## config.mk

```make
export PLATFORM = sky130hd
export DESIGN_NAME = smet_framer
export DESIGN_NICKNAME = d
export VERILOG_FILES = /design/src/smet_framer.v /design/src/smet_sig16.v
export VERILOG_INCLUDE_DIRS = /design/src
export SDC_FILE = /design/constraint.sdc
export NUM_CORES = 1
export LEC_CHECK = 0
export BUFFER_PORTS_ARGS = -buffer_cell sky130_fd_sc_hd__clkbuf_2
export CAP_MARGIN = 30
export CORE_MARGIN = 2
export CORE_UTILIZATION = 52
export CTS_CLUSTER_DIAMETER = 50
export DETAILED_ROUTE_END_ITERATION = 8
export GPL_TIMING_DRIVEN = 0
export HOLD_SLACK_MARGIN = 0.02
export PLACE_DENSITY_LB_ADDON = 0.2
export SYNTH_ARGS = -nofsm -noshare
export SYNTH_HDL_FRONTEND = slang
export SYNTH_SLANG_ARGS = --single-unit
```

## constraint.sdc

```tcl
create_clock -name REF_CLK_I -period 2.35 [get_ports REF_CLK_I]
set_clock_uncertainty 0.15 [all_clocks]
set_input_delay 0.3525 -clock REF_CLK_I [delete_from_list [all_inputs] [get_ports REF_CLK_I]]
set_output_delay 0.3525 -clock REF_CLK_I [all_outputs]
set_load 0.01 [all_outputs]
```

## src/smet_consts.vh

```
// Constants for the signaling map / E1 frame / transparent block
`ifndef SMET_CONSTS_VH
`define SMET_CONSTS_VH
// AXI4-Lite register byte offsets
`define SMET_REG_CTRL 12'h000
`define SMET_REG_SIGTX 12'h004
`define SMET_REG_SIGRX 12'h008
`define SMET_REG_STAT 12'h00C
`define SMET_REG_TS0 12'h010
// CTRL fields
`define SMET_CTRL_SIGDIS 0
`define SMET_CTRL_LCS3 3
`define SMET_CTRL_LCS4 4
`define SMET_CTRL_FMT_LO 5
`define SMET_CTRL_FMT_HI 6
`define SMET_CTRL_MODE_LO 8
`define SMET_CTRL_MODE_HI 9
`define SMET_CTRL_RAI 12
`define SMET_CTRL_RESET 32'h0000_0001
// TS0 register: international bits and spare bits 4..8
`define SMET_TS0_RESET 32'h0000_003F
// Framing modes
`define SMET_MODE_NORMAL 2'h0
`define SMET_MODE_TR1 2'h1
`define SMET_MODE_TR2 2'h2
// Frame geometry and AXI response codes
`define SMET_FRAME_BITS 256
`define SMET_FRAME_RATE_HZ 8000
`define SMET_FAS_WORD 7'h1B
`define SMET_SIG_FRAME 6
`define SMET_SF_FRAMES 12
`define SMET_AXI_OKAY 2'h0
`define SMET_AXI_SLVERR 2'h2
`endif

```

## src/smet_framer.v

```verilog
// E1 time slot 0 framer, transparent modes and 16-state signaling map
// Overview of operation
// Loop-carrier superframe defaults to 16-state robbed-bit signaling; CTRL resets with the disable bit set, so signaling starts off.
// 16-state needs format bits 00, control bits 3,4 zero, disable bit 0.
// A and B go out as line A/B in one 12-frame superframe.
// Next superframe sends C as A-prime and D as B-prime, alternating.
// Receiver rebuilds A, B, C, D by the inverse mapping.
// E1 frame is 256 bits numbered 1..256 at 8 kHz.
// Alternate frames carry international bit then pattern 0011011 in slot 0.
// Non-alignment frames always send bit 2 as 1.
// Non-alignment bit 3 is remote alarm: 1 in alarm, else 0.
// Unused international bits should be 1 across borders.
// Unused spare bits 4..8 should be 1 across borders; the TS0 reset value 0x3F sends spare bit 4 as 0.
// Receiver does not modify CRC-4 bits after spare-bit changes.
// Bit 1 is MSB, sent first; bit 8 LSB, sent last.
// Transparent modes pass all 256 highway bits unmodified to line.
// Highway slot 1, found by frame sync, lands in line slot 0.
// Transparent modes keep frame position in transmit and receive.
// Mode 1 receiver never reframes, only monitors violations and AIS; the code monitors AIS only.
// Mode 2 receiver frames and monitors normally.
// Robbed bit replaces bit 8 of every voice channel each sixth frame.
// Signaling insertion and extraction only while disable bit is 0.
// One-bit superframe parity keeps A/B and C/D pairing aligned.
//
// Register access over AXI4-Lite and the address map were chosen for this implementation.
`default_nettype none
`include "smet_consts.vh"
module smet_framer #(
    parameter integer CLK_HZ = 250000000,
    parameter integer BIT_HZ = 2048000
) (
    // Clock and reset
    input wire REF_CLK_I,
    input wire NRST_I,
    // AXI4-Lite write address
    input wire [11:0] S_AXI_AWADDR_I,
    input wire S_AXI_AWVALID_I,
    output reg S_AXI_AWREADY_O,
    // AXI4-Lite write data
    input wire [31:0] S_AXI_WDATA_I,
    input wire [3:0] S_AXI_WSTRB_I,
    input wire S_AXI_WVALID_I,
    output reg S_AXI_WREADY_O,
    // AXI4-Lite write response
    output reg [1:0] S_AXI_BRESP_O,
    output reg S_AXI_BVALID_O,
    input wire S_AXI_BREADY_I,
    // AXI4-Lite read
    input wire [11:0] S_AXI_ARADDR_I,
    input wire S_AXI_ARVALID_I,
    output reg S_AXI_ARREADY_O,
    output reg [31:0] S_AXI_RDATA_O,
    output reg [1:0] S_AXI_RRESP_O,
    output reg S_AXI_RVALID_O,
    input wire S_AXI_RREADY_I,
    // System highway (bit serial, from pins)
    input wire SYS_HIGHWAY_I,
    input wire HIGHWAY_FRAME_SYNC_I,
    output reg RX_SYS_HIGHWAY_O,
    // Line (bit serial, from pins)
    input wire LINE_RX_I,
    output reg LINE_TX_O,
    output reg LINE_BIT_STB_O
);
    localparam [31:0] BIT_DIV = CLK_HZ / BIT_HZ;
    // Frame counter wraps at 256 bits, giving the 8 kHz frame rate
    localparam [7:0] LAST_BIT = 8'd255;
    // Three-flop pin synchronisers
    reg [2:0] hw_s_r, fs_s_r, ln_s_r;
    reg hw_r, fs_r, ln_r;
    reg [31:0] div_r;
    reg [7:0] bit_r;
    reg fas_frame_r;
    reg [3:0] frm_r;
    reg sf_odd_r;
    reg fs_prev_r;
    reg [7:0] rx_sh_r;
    reg [31:0] ctrl_r, sigtx_r, ts0_r;
    reg [31:0] ais_cnt_r;
    reg ais_r, rx_fas_ok_r;
    // First line bit of the signaling pair, held from frame 6 to frame 12
    reg sig_first_r;
    wire stb = (div_r == BIT_DIV - 32'd1);
    wire [1:0] mode = ctrl_r[`SMET_CTRL_MODE_HI:`SMET_CTRL_MODE_LO];
    wire transp = (mode == `SMET_MODE_TR1) || (mode == `SMET_MODE_TR2);
    wire sig_en = !ctrl_r[`SMET_CTRL_SIGDIS] && !ctrl_r[`SMET_CTRL_LCS3] &&
        !ctrl_r[`SMET_CTRL_LCS4] &&
        (ctrl_r[`SMET_CTRL_FMT_HI:`SMET_CTRL_FMT_LO] == 2'b00);
    wire [2:0] bit_in_ts = bit_r[2:0];
    wire in_ts0 = (bit_r[7:3] == 5'd0);
    // Signaling frame: 6th and 12th frame of the 12-frame superframe
    wire sig_frame = (frm_r == 4'd5) || (frm_r == 4'd11);
    wire [1:0] sig_line;
    wire [3:0] rx_abcd;

    // Bit 1 of slot 0 first, MSB first in every slot
    function ts0_bit;
        input fas;
        input [2:0] idx;
        input [31:0] ts0;
        input rai;
        reg [7:0] w;
        begin
            if (fas) begin
                w = {ts0[0], `SMET_FAS_WORD};
            end else begin
                w = {ts0[1], 1'b1, rai, ts0[6:2]};
            end
            ts0_bit = w[3'd7 - idx];
        end
    endfunction

    always @(posedge REF_CLK_I or negedge NRST_I) begin
        if (!NRST_I) begin
            hw_s_r <= 3'h0;
            fs_s_r <= 3'h0;
            ln_s_r <= 3'h0;
            hw_r <= 1'b0;
            fs_r <= 1'b0;
            ln_r <= 1'b0;
        end else begin
            hw_s_r <= {hw_s_r[1:0], SYS_HIGHWAY_I};
            fs_s_r <= {fs_s_r[1:0], HIGHWAY_FRAME_SYNC_I};
            ln_s_r <= {ln_s_r[1:0], LINE_RX_I};
            if (hw_s_r[1] == hw_s_r[2]) hw_r <= hw_s_r[2];
            if (fs_s_r[1] == fs_s_r[2]) fs_r <= fs_s_r[2];
            if (ln_s_r[1] == ln_s_r[2]) ln_r <= ln_s_r[2];
        end
    end

    // Bit timing and frame position
    always @(posedge REF_CLK_I or negedge NRST_I) begin
        if (!NRST_I) begin
            div_r <= 32'h0000_0000;
            bit_r <= 8'h00;
            fas_frame_r <= 1'b1;
            frm_r <= 4'h0;
            sf_odd_r <= 1'b0;
            fs_prev_r <= 1'b0;
            LINE_BIT_STB_O <= 1'b0;
        end else begin
            div_r <= stb ? 32'h0000_0000 : div_r + 32'd1;
            LINE_BIT_STB_O <= stb;
            if (stb) begin
                fs_prev_r <= fs_r;
                // Highway sync marks the start of its time slot 1
                if (transp && fs_r && !fs_prev_r) begin
                    bit_r <= 8'd0;
                end else if (bit_r == LAST_BIT) begin
                    bit_r <= 8'd0;
                    fas_frame_r <= !fas_frame_r;
                    if (frm_r == 4'd11) begin
                        frm_r <= 4'd0;
                        sf_odd_r <= !sf_odd_r;
                    end else begin
                        frm_r <= frm_r + 4'd1;
                    end
                end else begin
                    bit_r <= bit_r + 8'd1;
                end
            end
        end
    end

    smet_sig16 u_sig16 (
        .sf_odd_i(sf_odd_r),
        .en_i(sig_en),
        .tx_abcd_i(sigtx_r[3:0]),
        .tx_line_o(sig_line),
        .rx_line_i({sig_first_r, ln_r}),
        .rx_strobe_i(stb && frm_r == 4'd11 && bit_in_ts == 3'd7 && !in_ts0 && !transp),
        .clk_i(REF_CLK_I),
        .nrst_i(NRST_I),
        .rx_abcd_o(rx_abcd)
    );

    // Transmit and receive data paths
    always @(posedge REF_CLK_I or negedge NRST_I) begin
        if (!NRST_I) begin
            LINE_TX_O <= 1'b1;
            RX_SYS_HIGHWAY_O <= 1'b1;
            rx_sh_r <= 8'h00;
            rx_fas_ok_r <= 1'b0;
            sig_first_r <= 1'b1;
        end else if (stb) begin
            rx_sh_r <= {rx_sh_r[6:0], ln_r};
            if (sig_frame && !frm_r[3] && bit_in_ts == 3'd7 && !in_ts0)
                sig_first_r <= ln_r;
            if (transp) begin
                LINE_TX_O <= hw_r;
            end else if (in_ts0) begin
                LINE_TX_O <= ts0_bit(fas_frame_r, bit_in_ts, ts0_r,
                    ctrl_r[`SMET_CTRL_RAI]);
            end else if (sig_en && sig_frame && bit_in_ts == 3'd7) begin
                // Alternate robbed bits carry the two line signaling bits
                LINE_TX_O <= frm_r[3] ? sig_line[0] : sig_line[1];
            end else begin
                LINE_TX_O <= hw_r;
            end
            // Mode 1 passes line payload untouched, no reframing
            RX_SYS_HIGHWAY_O <= ln_r;
            // Alignment word check only outside mode 1; CRC-4 bits never rewritten
            if (mode != `SMET_MODE_TR1 && in_ts0 && bit_in_ts == 3'd7 && fas_frame_r)
                rx_fas_ok_r <= ({rx_sh_r[5:0], ln_r} == `SMET_FAS_WORD);
        end
    end

    // Unframed AIS: a whole frame of ones; single-rail line has no violations to count
    always @(posedge REF_CLK_I or negedge NRST_I) begin
        if (!NRST_I) begin
            ais_cnt_r <= 32'h0000_0000;
            ais_r <= 1'b0;
        end else if (stb) begin
            if (!ln_r) begin
                ais_cnt_r <= 32'h0000_0000;
                ais_r <= 1'b0;
            end else if (ais_cnt_r == `SMET_FRAME_BITS - 1) begin
                ais_r <= 1'b1;
            end else begin
                ais_cnt_r <= ais_cnt_r + 32'd1;
            end
        end
    end

    // AXI4-Lite slave, one write and one read in flight
    reg aw_got_r, w_got_r;
    reg [11:0] awaddr_r;
    reg [31:0] wdata_r;
    reg [3:0] wstrb_r;
    function [31:0] merge;
        input [31:0] old;
        input [31:0] nw;
        input [3:0] be;
        integer i;
        begin
            merge = old;
            for (i = 0; i < 4; i = i + 1)
                if (be[i]) merge[i*8 +: 8] = nw[i*8 +: 8];
        end
    endfunction
    always @(posedge REF_CLK_I or negedge NRST_I) begin
        if (!NRST_I) begin
            S_AXI_AWREADY_O <= 1'b1;
            S_AXI_WREADY_O <= 1'b1;
            S_AXI_BVALID_O <= 1'b0;
            S_AXI_BRESP_O <= `SMET_AXI_OKAY;
            aw_got_r <= 1'b0;
            w_got_r <= 1'b0;
            awaddr_r <= 12'h000;
            wdata_r <= 32'h0000_0000;
            wstrb_r <= 4'h0;
            ctrl_r <= `SMET_CTRL_RESET;
            sigtx_r <= 32'h0000_0000;
            ts0_r <= `SMET_TS0_RESET;
        end else begin
            if (S_AXI_AWVALID_I && S_AXI_AWREADY_O) begin
                awaddr_r <= S_AXI_AWADDR_I;
                aw_got_r <= 1'b1;
                S_AXI_AWREADY_O <= 1'b0;
            end
            if (S_AXI_WVALID_I && S_AXI_WREADY_O) begin
                wdata_r <= S_AXI_WDATA_I;
                wstrb_r <= S_AXI_WSTRB_I;
                w_got_r <= 1'b1;
                S_AXI_WREADY_O <= 1'b0;
            end
            if (aw_got_r && w_got_r && !S_AXI_BVALID_O) begin
                aw_got_r <= 1'b0;
                w_got_r <= 1'b0;
                S_AXI_BVALID_O <= 1'b1;
                S_AXI_BRESP_O <= `SMET_AXI_OKAY;
                case ({awaddr_r[11:2], 2'b00})
                    `SMET_REG_CTRL: ctrl_r <= merge(ctrl_r, wdata_r, wstrb_r) & 32'h0000_1379;
                    `SMET_REG_SIGTX: sigtx_r <= merge(sigtx_r, wdata_r, wstrb_r) & 32'h0000_000F;
                    `SMET_REG_TS0: ts0_r <= merge(ts0_r, wdata_r, wstrb_r) & 32'h0000_007F;
                    `SMET_REG_SIGRX, `SMET_REG_STAT: S_AXI_BRESP_O <= `SMET_AXI_OKAY;
                    default: S_AXI_BRESP_O <= `SMET_AXI_SLVERR;
                endcase
            end
            if (S_AXI_BVALID_O && S_AXI_BREADY_I) begin
                S_AXI_BVALID_O <= 1'b0;
                S_AXI_AWREADY_O <= 1'b1;
                S_AXI_WREADY_O <= 1'b1;
            end
        end
    end

    always @(posedge REF_CLK_I or negedge NRST_I) begin
        if (!NRST_I) begin
            S_AXI_ARREADY_O <= 1'b1;
            S_AXI_RVALID_O <= 1'b0;
            S_AXI_RDATA_O <= 32'h0000_0000;
            S_AXI_RRESP_O <= `SMET_AXI_OKAY;
        end else begin
            if (S_AXI_ARVALID_I && S_AXI_ARREADY_O) begin
                S_AXI_ARREADY_O <= 1'b0;
                S_AXI_RVALID_O <= 1'b1;
                S_AXI_RRESP_O <= `SMET_AXI_OKAY;
                case ({S_AXI_ARADDR_I[11:2], 2'b00})
                    `SMET_REG_CTRL: S_AXI_RDATA_O <= ctrl_r;
                    `SMET_REG_SIGTX: S_AXI_RDATA_O <= sigtx_r;
                    `SMET_REG_SIGRX: S_AXI_RDATA_O <= {28'h000_0000, rx_abcd};
                    `SMET_REG_STAT: S_AXI_RDATA_O <= {27'h000_0000, sig_en, sf_odd_r,
                        ais_r, rx_fas_ok_r, fas_frame_r};
                    `SMET_REG_TS0: S_AXI_RDATA_O <= ts0_r;
                    default: begin
                        S_AXI_RDATA_O <= 32'h0000_0000;
                        S_AXI_RRESP_O <= `SMET_AXI_SLVERR;
                    end
                endcase
            end else if (S_AXI_RVALID_O && S_AXI_RREADY_I) begin
                S_AXI_RVALID_O <= 1'b0;
                S_AXI_ARREADY_O <= 1'b1;
            end
        end
    end
endmodule // smet_framer
`default_nettype wire

```

## src/smet_sig16.v

```verilog
// 16-state robbed-bit signaling map for a 12-frame superframe
`default_nettype none
module smet_sig16 (
    // Control
    input wire sf_odd_i,
    input wire en_i,
    // Transmit register bits A B C D
    input wire [3:0] tx_abcd_i,
    // Line bits
    output wire [1:0] tx_line_o,
    input wire [1:0] rx_line_i,
    input wire rx_strobe_i,
    input wire clk_i,
    input wire nrst_i,
    output reg [3:0] rx_abcd_o
);
    // Even superframe carries A,B; odd one carries C,D as A',B'
    assign tx_line_o = !en_i ? 2'b11 : (sf_odd_i ? tx_abcd_i[1:0] : tx_abcd_i[3:2]);
    always @(posedge clk_i or negedge nrst_i) begin
        if (!nrst_i) begin
            rx_abcd_o <= 4'h0;
        end else if (en_i && rx_strobe_i) begin
            if (sf_odd_i) begin
                rx_abcd_o[1:0] <= rx_line_i;
            end else begin
                rx_abcd_o[3:2] <= rx_line_i;
            end
        end
    end
endmodule // smet_sig16
`default_nettype wire
```

==> results of run 1 <==
-- worst paths after layout --
check | from | to | slack, ns | cells past startpoint
setup / recovery | div_r[14]$_DFF_PN0_ | ais_cnt_r[19]$_DFFE_PN0P_ | -0.13 | 7
hold / removal | S_AXI_WDATA_I[0] | wdata_r[0]$_DFFE_PN0P_ | 0.02 | 2
setup reg to reg | div_r[14]$_DFF_PN0_ | ais_cnt_r[19]$_DFFE_PN0P_ | -0.13 | 7
hold reg to reg | fs_s_r[0]$_DFF_PN0_ | fs_s_r[1]$_DFF_PN0_ | 0.20 | 0
max in group asynchronous | NRST_I | div_r[16]$_DFF_PN0_ | 0.78 | 3
min in group asynchronous | NRST_I | ais_cnt_r[23]$_DFFE_PN0P_ | 0.32 | 2
-- timing repair --
action                                  4_1_cts  5_1_grt
endpoints found under the setup margin       74       67
hold buffers                                 30        2
endpoints found under the hold margin        87        2
pin swaps                                    16       29
setup buffers                                18       10
resized for setup                            33       95
-- worst register-to-register path, cell delays in order, from the launching register on --
cell     delay (ns)
dfrtp_1        0.45
nor4_4         0.35
nand4_1        0.22
or3_1          0.41
buf_6          0.15
buf_8          0.14
or4_1          0.46
nand3_1        0.08
-- layout make-up --
class	count	area [µm²]	share of cell area
plain buffers	55	368	0.0354
flip-flops and latches	167	4210	0.405
clock inverters	13	114	0.0110
well taps	211	264	0.0254
multi-input cells	559	4040	0.388
clock buffers	19	443	0.0426
repair buffers	121	890	0.0856
inverters	18	70.1	0.00674
-- metal layers --
metal	wire length, µm	part of all wire	global-route usage
met1	8680	0.44	0.318
met2	9930	0.50	0.396
met3	816	0.041	0.0454
met4	303	0.015	0.0780
met5	0	0	0
-- synthesized netlist by cell type, drive strengths merged, types with 4 or more instances --
library cell | n | area share
and2 | 10 | 0.0077
ha | 8 | 0.012
and4 | 8 | 0.0086
a22oi | 4 | 0.0037
nor4 | 17 | 0.014
o41ai | 4 | 0.0043
xnor2 | 15 | 0.016
nand2b | 5 | 0.0038
inv | 17 | 0.0078
nand4 | 25 | 0.019
nor3 | 14 | 0.0092
a21oi | 13 | 0.0080
clkbuf | 30 | 0.014
a41oi | 6 | 0.0064
xor2 | 17 | 0.018
o31ai | 13 | 0.012
nor2b | 5 | 0.0038
or3 | 8 | 0.0061
dfrtp | 153 | 0.47
dfstp | 14 | 0.045
o211ai | 11 | 0.010
and3 | 17 | 0.013
a31oi | 10 | 0.0077
o21ai | 49 | 0.030
nor3b | 5 | 0.0052
nor4b | 5 | 0.0069
or4 | 14 | 0.013
buf | 30 | 0.027
nor2 | 30 | 0.014
nand2 | 90 | 0.041
mux2 | 51 | 0.070
mux2i | 5 | 0.0061
nand3 | 40 | 0.025
-- sequential cells by signal, summed over array words and instances (netlist names), 6 cells and up --
register       flops
ais_cnt_r         32
div_r             32
S_AXI_RDATA_O     10
awaddr_r          10
wdata_r           10
bit_r              8
ctrl_r             8
ts0_r              7
rx_sh_r            6
-- layout by cell type (no fill, tap or decap), types with 25 or more instances in the layout --
| cell type | netlist | final |
|---|---|---|
| o21ai_0 | 49 | 35 |
| mux2_2 | 51 | 50 |
| buf_4 | 24 | 47 |
| dlygate4sd3_1 | 0 | 32 |
| nand2_1 | 90 | 90 |
| nand4_1 | 25 | 25 |
| dfrtp_1 | 153 | 144 |
| nor2_1 | 30 | 29 |
| nand3_1 | 40 | 34 |
| clkbuf_2 | 0 | 63 |
-- kinds of logic (layout without fill, tap and decap cells) --
group	Yosys count	in the layout
other	1	24
multiplexers	57	57
flip-flops	167	167
XOR/XNOR	32	32
buffers and inverters	78	226
AO/OA/AOI/OAI	129	129
AND/OR/NAND/NOR	306	306
adder cells (fa/ha/maj)	11	11
-- power by group through the flow --
stage | Sequential (mW) | Clock, mW | Combinational [mW]
after global routing | 3.40 | 2.82 | 0.809
after floorplan | 3.34 | 0 | 0.439
after CTS | 3.35 | 2.68 | 0.715
final | 3.37 | 2.65 | 0.730
after detailed placement | 3.40 | 0 | 0.656
after global placement | 3.38 | 0 | 0.617
==> impl_metrics.yaml, run 1 <==
run_status:
  outcome: "complete, but fails checks"
  violations: "negative setup slack"
cts:
  cts_sinks: 167
  clk_latency_ns: 0.43
  clk_path_buf_depth: 2
  cts_tree: "yes"
  path_clk_slew_ns: 0.07
  cts_buffers: 17
  root_buffer: "clkbuf_16"
  cts-htree-levels: 4
synth:
  synth_compound_area_frac: 0.104
  syn-mean-instance-area_um2: 10.5
  yosys.area_share.simple: 0.203
  synth_top_family_by_area: "simple AND/OR/NAND/NOR gates"
  synth-xor-area-share: 0.0343
  synth_edf_count: 0
  synthMuxAreaShare: 0.0792
  ys_seq_area_frac: 0.514
  ys_types: 63
  netlist_area_mm2: 0.00817
  synth-adder-area-share: 0.0159
  synthCells: 781
  ys_seq_elements: 167
  synth-main-ff-cell: "dfrtp_1"
  synthArstFlopShare: 1.00
  yosysWarningCount: 0
power_and_ir_drop:
  p_comb_frac: 0.108
  p_switching_mw: 1.79
  switching_share: 0.266
  seqPwrFrac: 0.499
  clkPwrFrac: 0.392
  leakagePower_nw: 4.79
  total_power_mw: 6.74
  ir_drop_mv: 0.687
  p_int_mw: 4.95
  powerDensity_mw_per_mm2: 649
global_routing:
  grt_max_degree: 106
  antenna_found_initial: 0
  grt_usage: 0.239
  grt_pass1_wl_um: 31800
  overflow: 0
  grt_pass1_vias: 6530
cells_and_area:
  fin_nets: 1017
  final_util: 0.681
  stdcell_count: 1163
  fillers: 1096
  area_growth_pct: 27.3
  num_antenna_cells: 0
  drive_above_1_share: 0.306
  stdcell_area_mm2: 0.0104
sta:
  rsz0062_at_grt: "true"
  hold_ws_ns: 0.0247
  slew_headroom: 0.400
  finalSetupViolCount: 12
  tns_ns: -0.899
  hold_viol: 0
  fmax_mhz: 403
  final_max_slew_viol_count: 0
  period_minus_slack_ns: 2.48
  setup_slack_ns: -0.131
  worst_slew_pin_slew_ns: 0.893
  timing.final.crit_share: 1.06
worst_setup_path:
  crit_type: "reg -> reg"
  arrival_ns: 2.70
  cp_num_buf_inv: 2
  cp_max_fo: 8
  crit_required_ns: 2.57
  cp_cell_sequence: "nor4_4, nand4_1, or3_1, buf_6, buf_8, or4_1, nand3_1"
  end_kind: "register"
  crit_slowest_cell: "or4_1"
  cp_top_family: "simple AND/OR/NAND/NOR gates"
  startpoint_type: "register"
  critPathMaxStageDelay_ns: 0.46
detailed_routing:
  vias_per_cell: 5.81
  initialDrtViolationCount: 517
  dr.pass1.iters: 5
  vias: 6762
  post_drt_wl_per_cell_um: 17.0
  remaining_drc_errors: 0
  ant_nets: 0
  drt_wl_total_um: 19700
placed_design:
  dp.cells: 1076
  routabilityCongestion: 0.839
  hpwl_um: 12500
  pre_cts_ws_ns: -0.379
  io_buffers: 60
  place_area_mm2: 0.00885
floorplanning:
  ios: 114
  core.rowCount: 45
  core_area_mm2: 0.0153
  start_util: 0.535
  fp.dieArea_mm2: 0.0167
  die_height_um: 129
  die_w_um: 129
min_path:
  hp-class: "in -> reg"
flow_run:
  maxCapViolations: 0
(Power assumes the default switching activity.)
==> run 2: changes to the inputs <==
Settings changed: CORE_MARGIN 2 to default, SLEW_MARGIN from default to 5.
==> run 2 against run 1 <==
Critical endpoint is now bit_r[7]$_DFFE_PN0N_; sequential share of layout area increased by 0.33 points; wire length decreased by 4.2%; clock power increased by 5%; die area decreased by 3.1%; maximum frequency increased by 4.4%; the flow still finishes with violations (negative setup slack); sequential power about the same; via count decreased by 0.55%; non-clock buffer count increased by 2; setup slack improved by 0.11 ns; flip-flop and latch count unchanged.
==> impl_metrics.yaml, run 2 (synthesis results as in run 1) <==
sta:
  timing.final.crit_share: 1.01
  period_minus_slack_ns: 2.38
  setup_slack_ns: -0.0256
  finalSetupViolCount: 3
  slew_headroom: 0.600
  hold_viol: 0
  fmax_mhz: 421
  hold_ws_ns: 0.199
  worst_slew_pin_slew_ns: 0.596
  rsz0062_at_grt: "true"
  final_max_slew_viol_count: 0
global_routing:
  grt_usage: 0.241
  overflow: 0
  grt_pass1_wl_um: 31200
  grt_pass1_vias: 6482
  grt_max_degree: 108
  antenna_found_initial: 0
worst_setup_path:
  cp_num_buf_inv: 4
  arrival_ns: 2.59
  cp_cell_sequence: "inv_2, ha_4, nor4b_4, nand4_1, buf_4, buf_4, buf_6, or3_4, o31ai_4, a22o_1"
  cp_top_family: "simple AND/OR/NAND/NOR gates"
  worst_path_most_repeated_cell: "buf_4"
  crit_slowest_cell: "dfrtp_1"
  crit_required_ns: 2.57
  end_kind: "register"
  crit_type: "reg -> reg"
  cp_max_fo: 3
  critPathMaxStageDelay_ns: 0.39
  startpoint_type: "register"
detailed_routing:
  remaining_drc_errors: 0
  vias: 6725
  post_drt_wl_per_cell_um: 16.2
  vias_per_cell: 5.77
  dr.pass1.iters: 5
  drt_wl_total_um: 18900
  initialDrtViolationCount: 476
  ant_nets: 0
run_status:
  outcome: "complete, but fails checks"
  violations: "negative setup slack"
cells_and_area:
  fin_nets: 1019
  area_growth_pct: 26.4
  drive_above_1_share: 0.301
  final_common_cell: "dfrtp_1"
  stdcell_area_mm2: 0.0103
  final_util: 0.676
  reg_top3: "ais_cnt_r x32, div_r x32"
  num_antenna_cells: 0
  stdcell_count: 1165
  final_cell_mix: "141 x dfrtp_1, 90 x nand2_1, 65 x clkbuf_2"
power_and_ir_drop:
  ir_drop_mv: 0.590
  total_power_mw: 6.85
  leakagePower_nw: 4.81
  powerDensity_mw_per_mm2: 664
placed_design:
  dp.cells: 1076
  routabilityCongestion: 0.856
  io_buffers: 60
  hpwl_um: 12500
  place_area_mm2: 0.00885
floorplanning:
  core_area_mm2: 0.0153
  die_w_um: 127
  die_height_um: 127
  core.rowCount: 45
  ios: 114
  start_util: 0.535
  fp.dieArea_mm2: 0.0162
cts:
  clk_latency_ns: 0.43
  cts_buffers: 17
  cts_tree: "yes"
  clk_path_buf_depth: 2
  cts-htree-levels: 4
  path_clk_slew_ns: 0.07
  root_buffer: "clkbuf_16"
  cts_sinks: 167
flow_run:
  maxCapViolations: 0
min_path:
  hp-class: "reg -> reg"
-- run 2: cell types whose count changed in the layout (fill, tap and decap cells not counted), moves of 3 or more --
cell | previous run | this run
buf_6 | 10 | 6
o21ai_2 | 5 | 0
inv_8 | 1 | 5
o21ai_1 | 9 | 3
o21ai_0 | 35 | 46
clkinv_4 | 5 | 0
buf_4 | 47 | 52
o31ai_4 | 4 | 1
dfrtp_1 | 144 | 141
dfrtp_2 | 9 | 12
o31ai_1 | 5 | 8
-- run 2: power by group --
group / internal [mW] / total (mW) / switching [mW] / leakage, nW
Combinational: 0.389 / 0.719 / 0.330 / 2.36
Clock: 1.52 / 2.78 / 1.27 / 0.291
Sequential: 3.15 / 3.35 / 0.196 / 2.16
-- run 2: repair_timing --
action / 4_1_cts / 5_1_grt
gates resized for setup: 29 / 65
setup buffers: 19 / 12
hold endpoints to repair: 82 / 0
hold buffers: 34 / 0
pin swaps: 18 / 18
setup endpoints to repair: 63 / 66
-- run 2: stage by stage --
stage               setup slack (ns)  TNS (ns)
global placement               -2.05   -332.13
finish                       -0.0256   -0.0602
global route                  -0.101    -0.753
detailed placement            -0.344    -10.07
CTS                          -0.0499   -0.0631
floorplan                     0.0945         0
-- run 2: final timing paths --
| kind | cells past startpoint | to | start | slack, ns |
|---|---|---|---|---|
| hold / removal | 0 | ln_s_r[1]$_DFF_PN0_ | ln_s_r[0]$_DFF_PN0_ | 0.20 |
| setup / recovery | 10 | bit_r[7]$_DFFE_PN0N_ | div_r[1]$_DFF_PN0_ | -0.03 |
| max in group asynchronous | 3 | div_r[25]$_DFF_PN0_ | NRST_I | 0.82 |
| min in group asynchronous | 2 | ais_cnt_r[20]$_DFFE_PN0P_ | NRST_I | 0.33 |
| hold reg to reg | 0 | ln_s_r[1]$_DFF_PN0_ | ln_s_r[0]$_DFF_PN0_ | 0.20 |
| setup reg to reg | 10 | bit_r[7]$_DFFE_PN0N_ | div_r[1]$_DFF_PN0_ | -0.03 |
-- run 2: cell type report --
class                      count  area [µm²]
fill                        1133        4940
sequential                   167        4210
multi-input combinational    559        3940
timing repair buffer         124         906
clock buffer                  18         429
buffer                        54         348
tap                          211         264
clock inverter                14         153
inverter                      18        67.6
-- run 2: routing by layer --
layer	vias up	global-route usage	share of wire
li1	3139	-	-
met1	3354	0.326	0.44
met2	208	0.392	0.49
met3	24	0.0490	0.051
met4	0	0.0777	0.014
met5	-	0	0
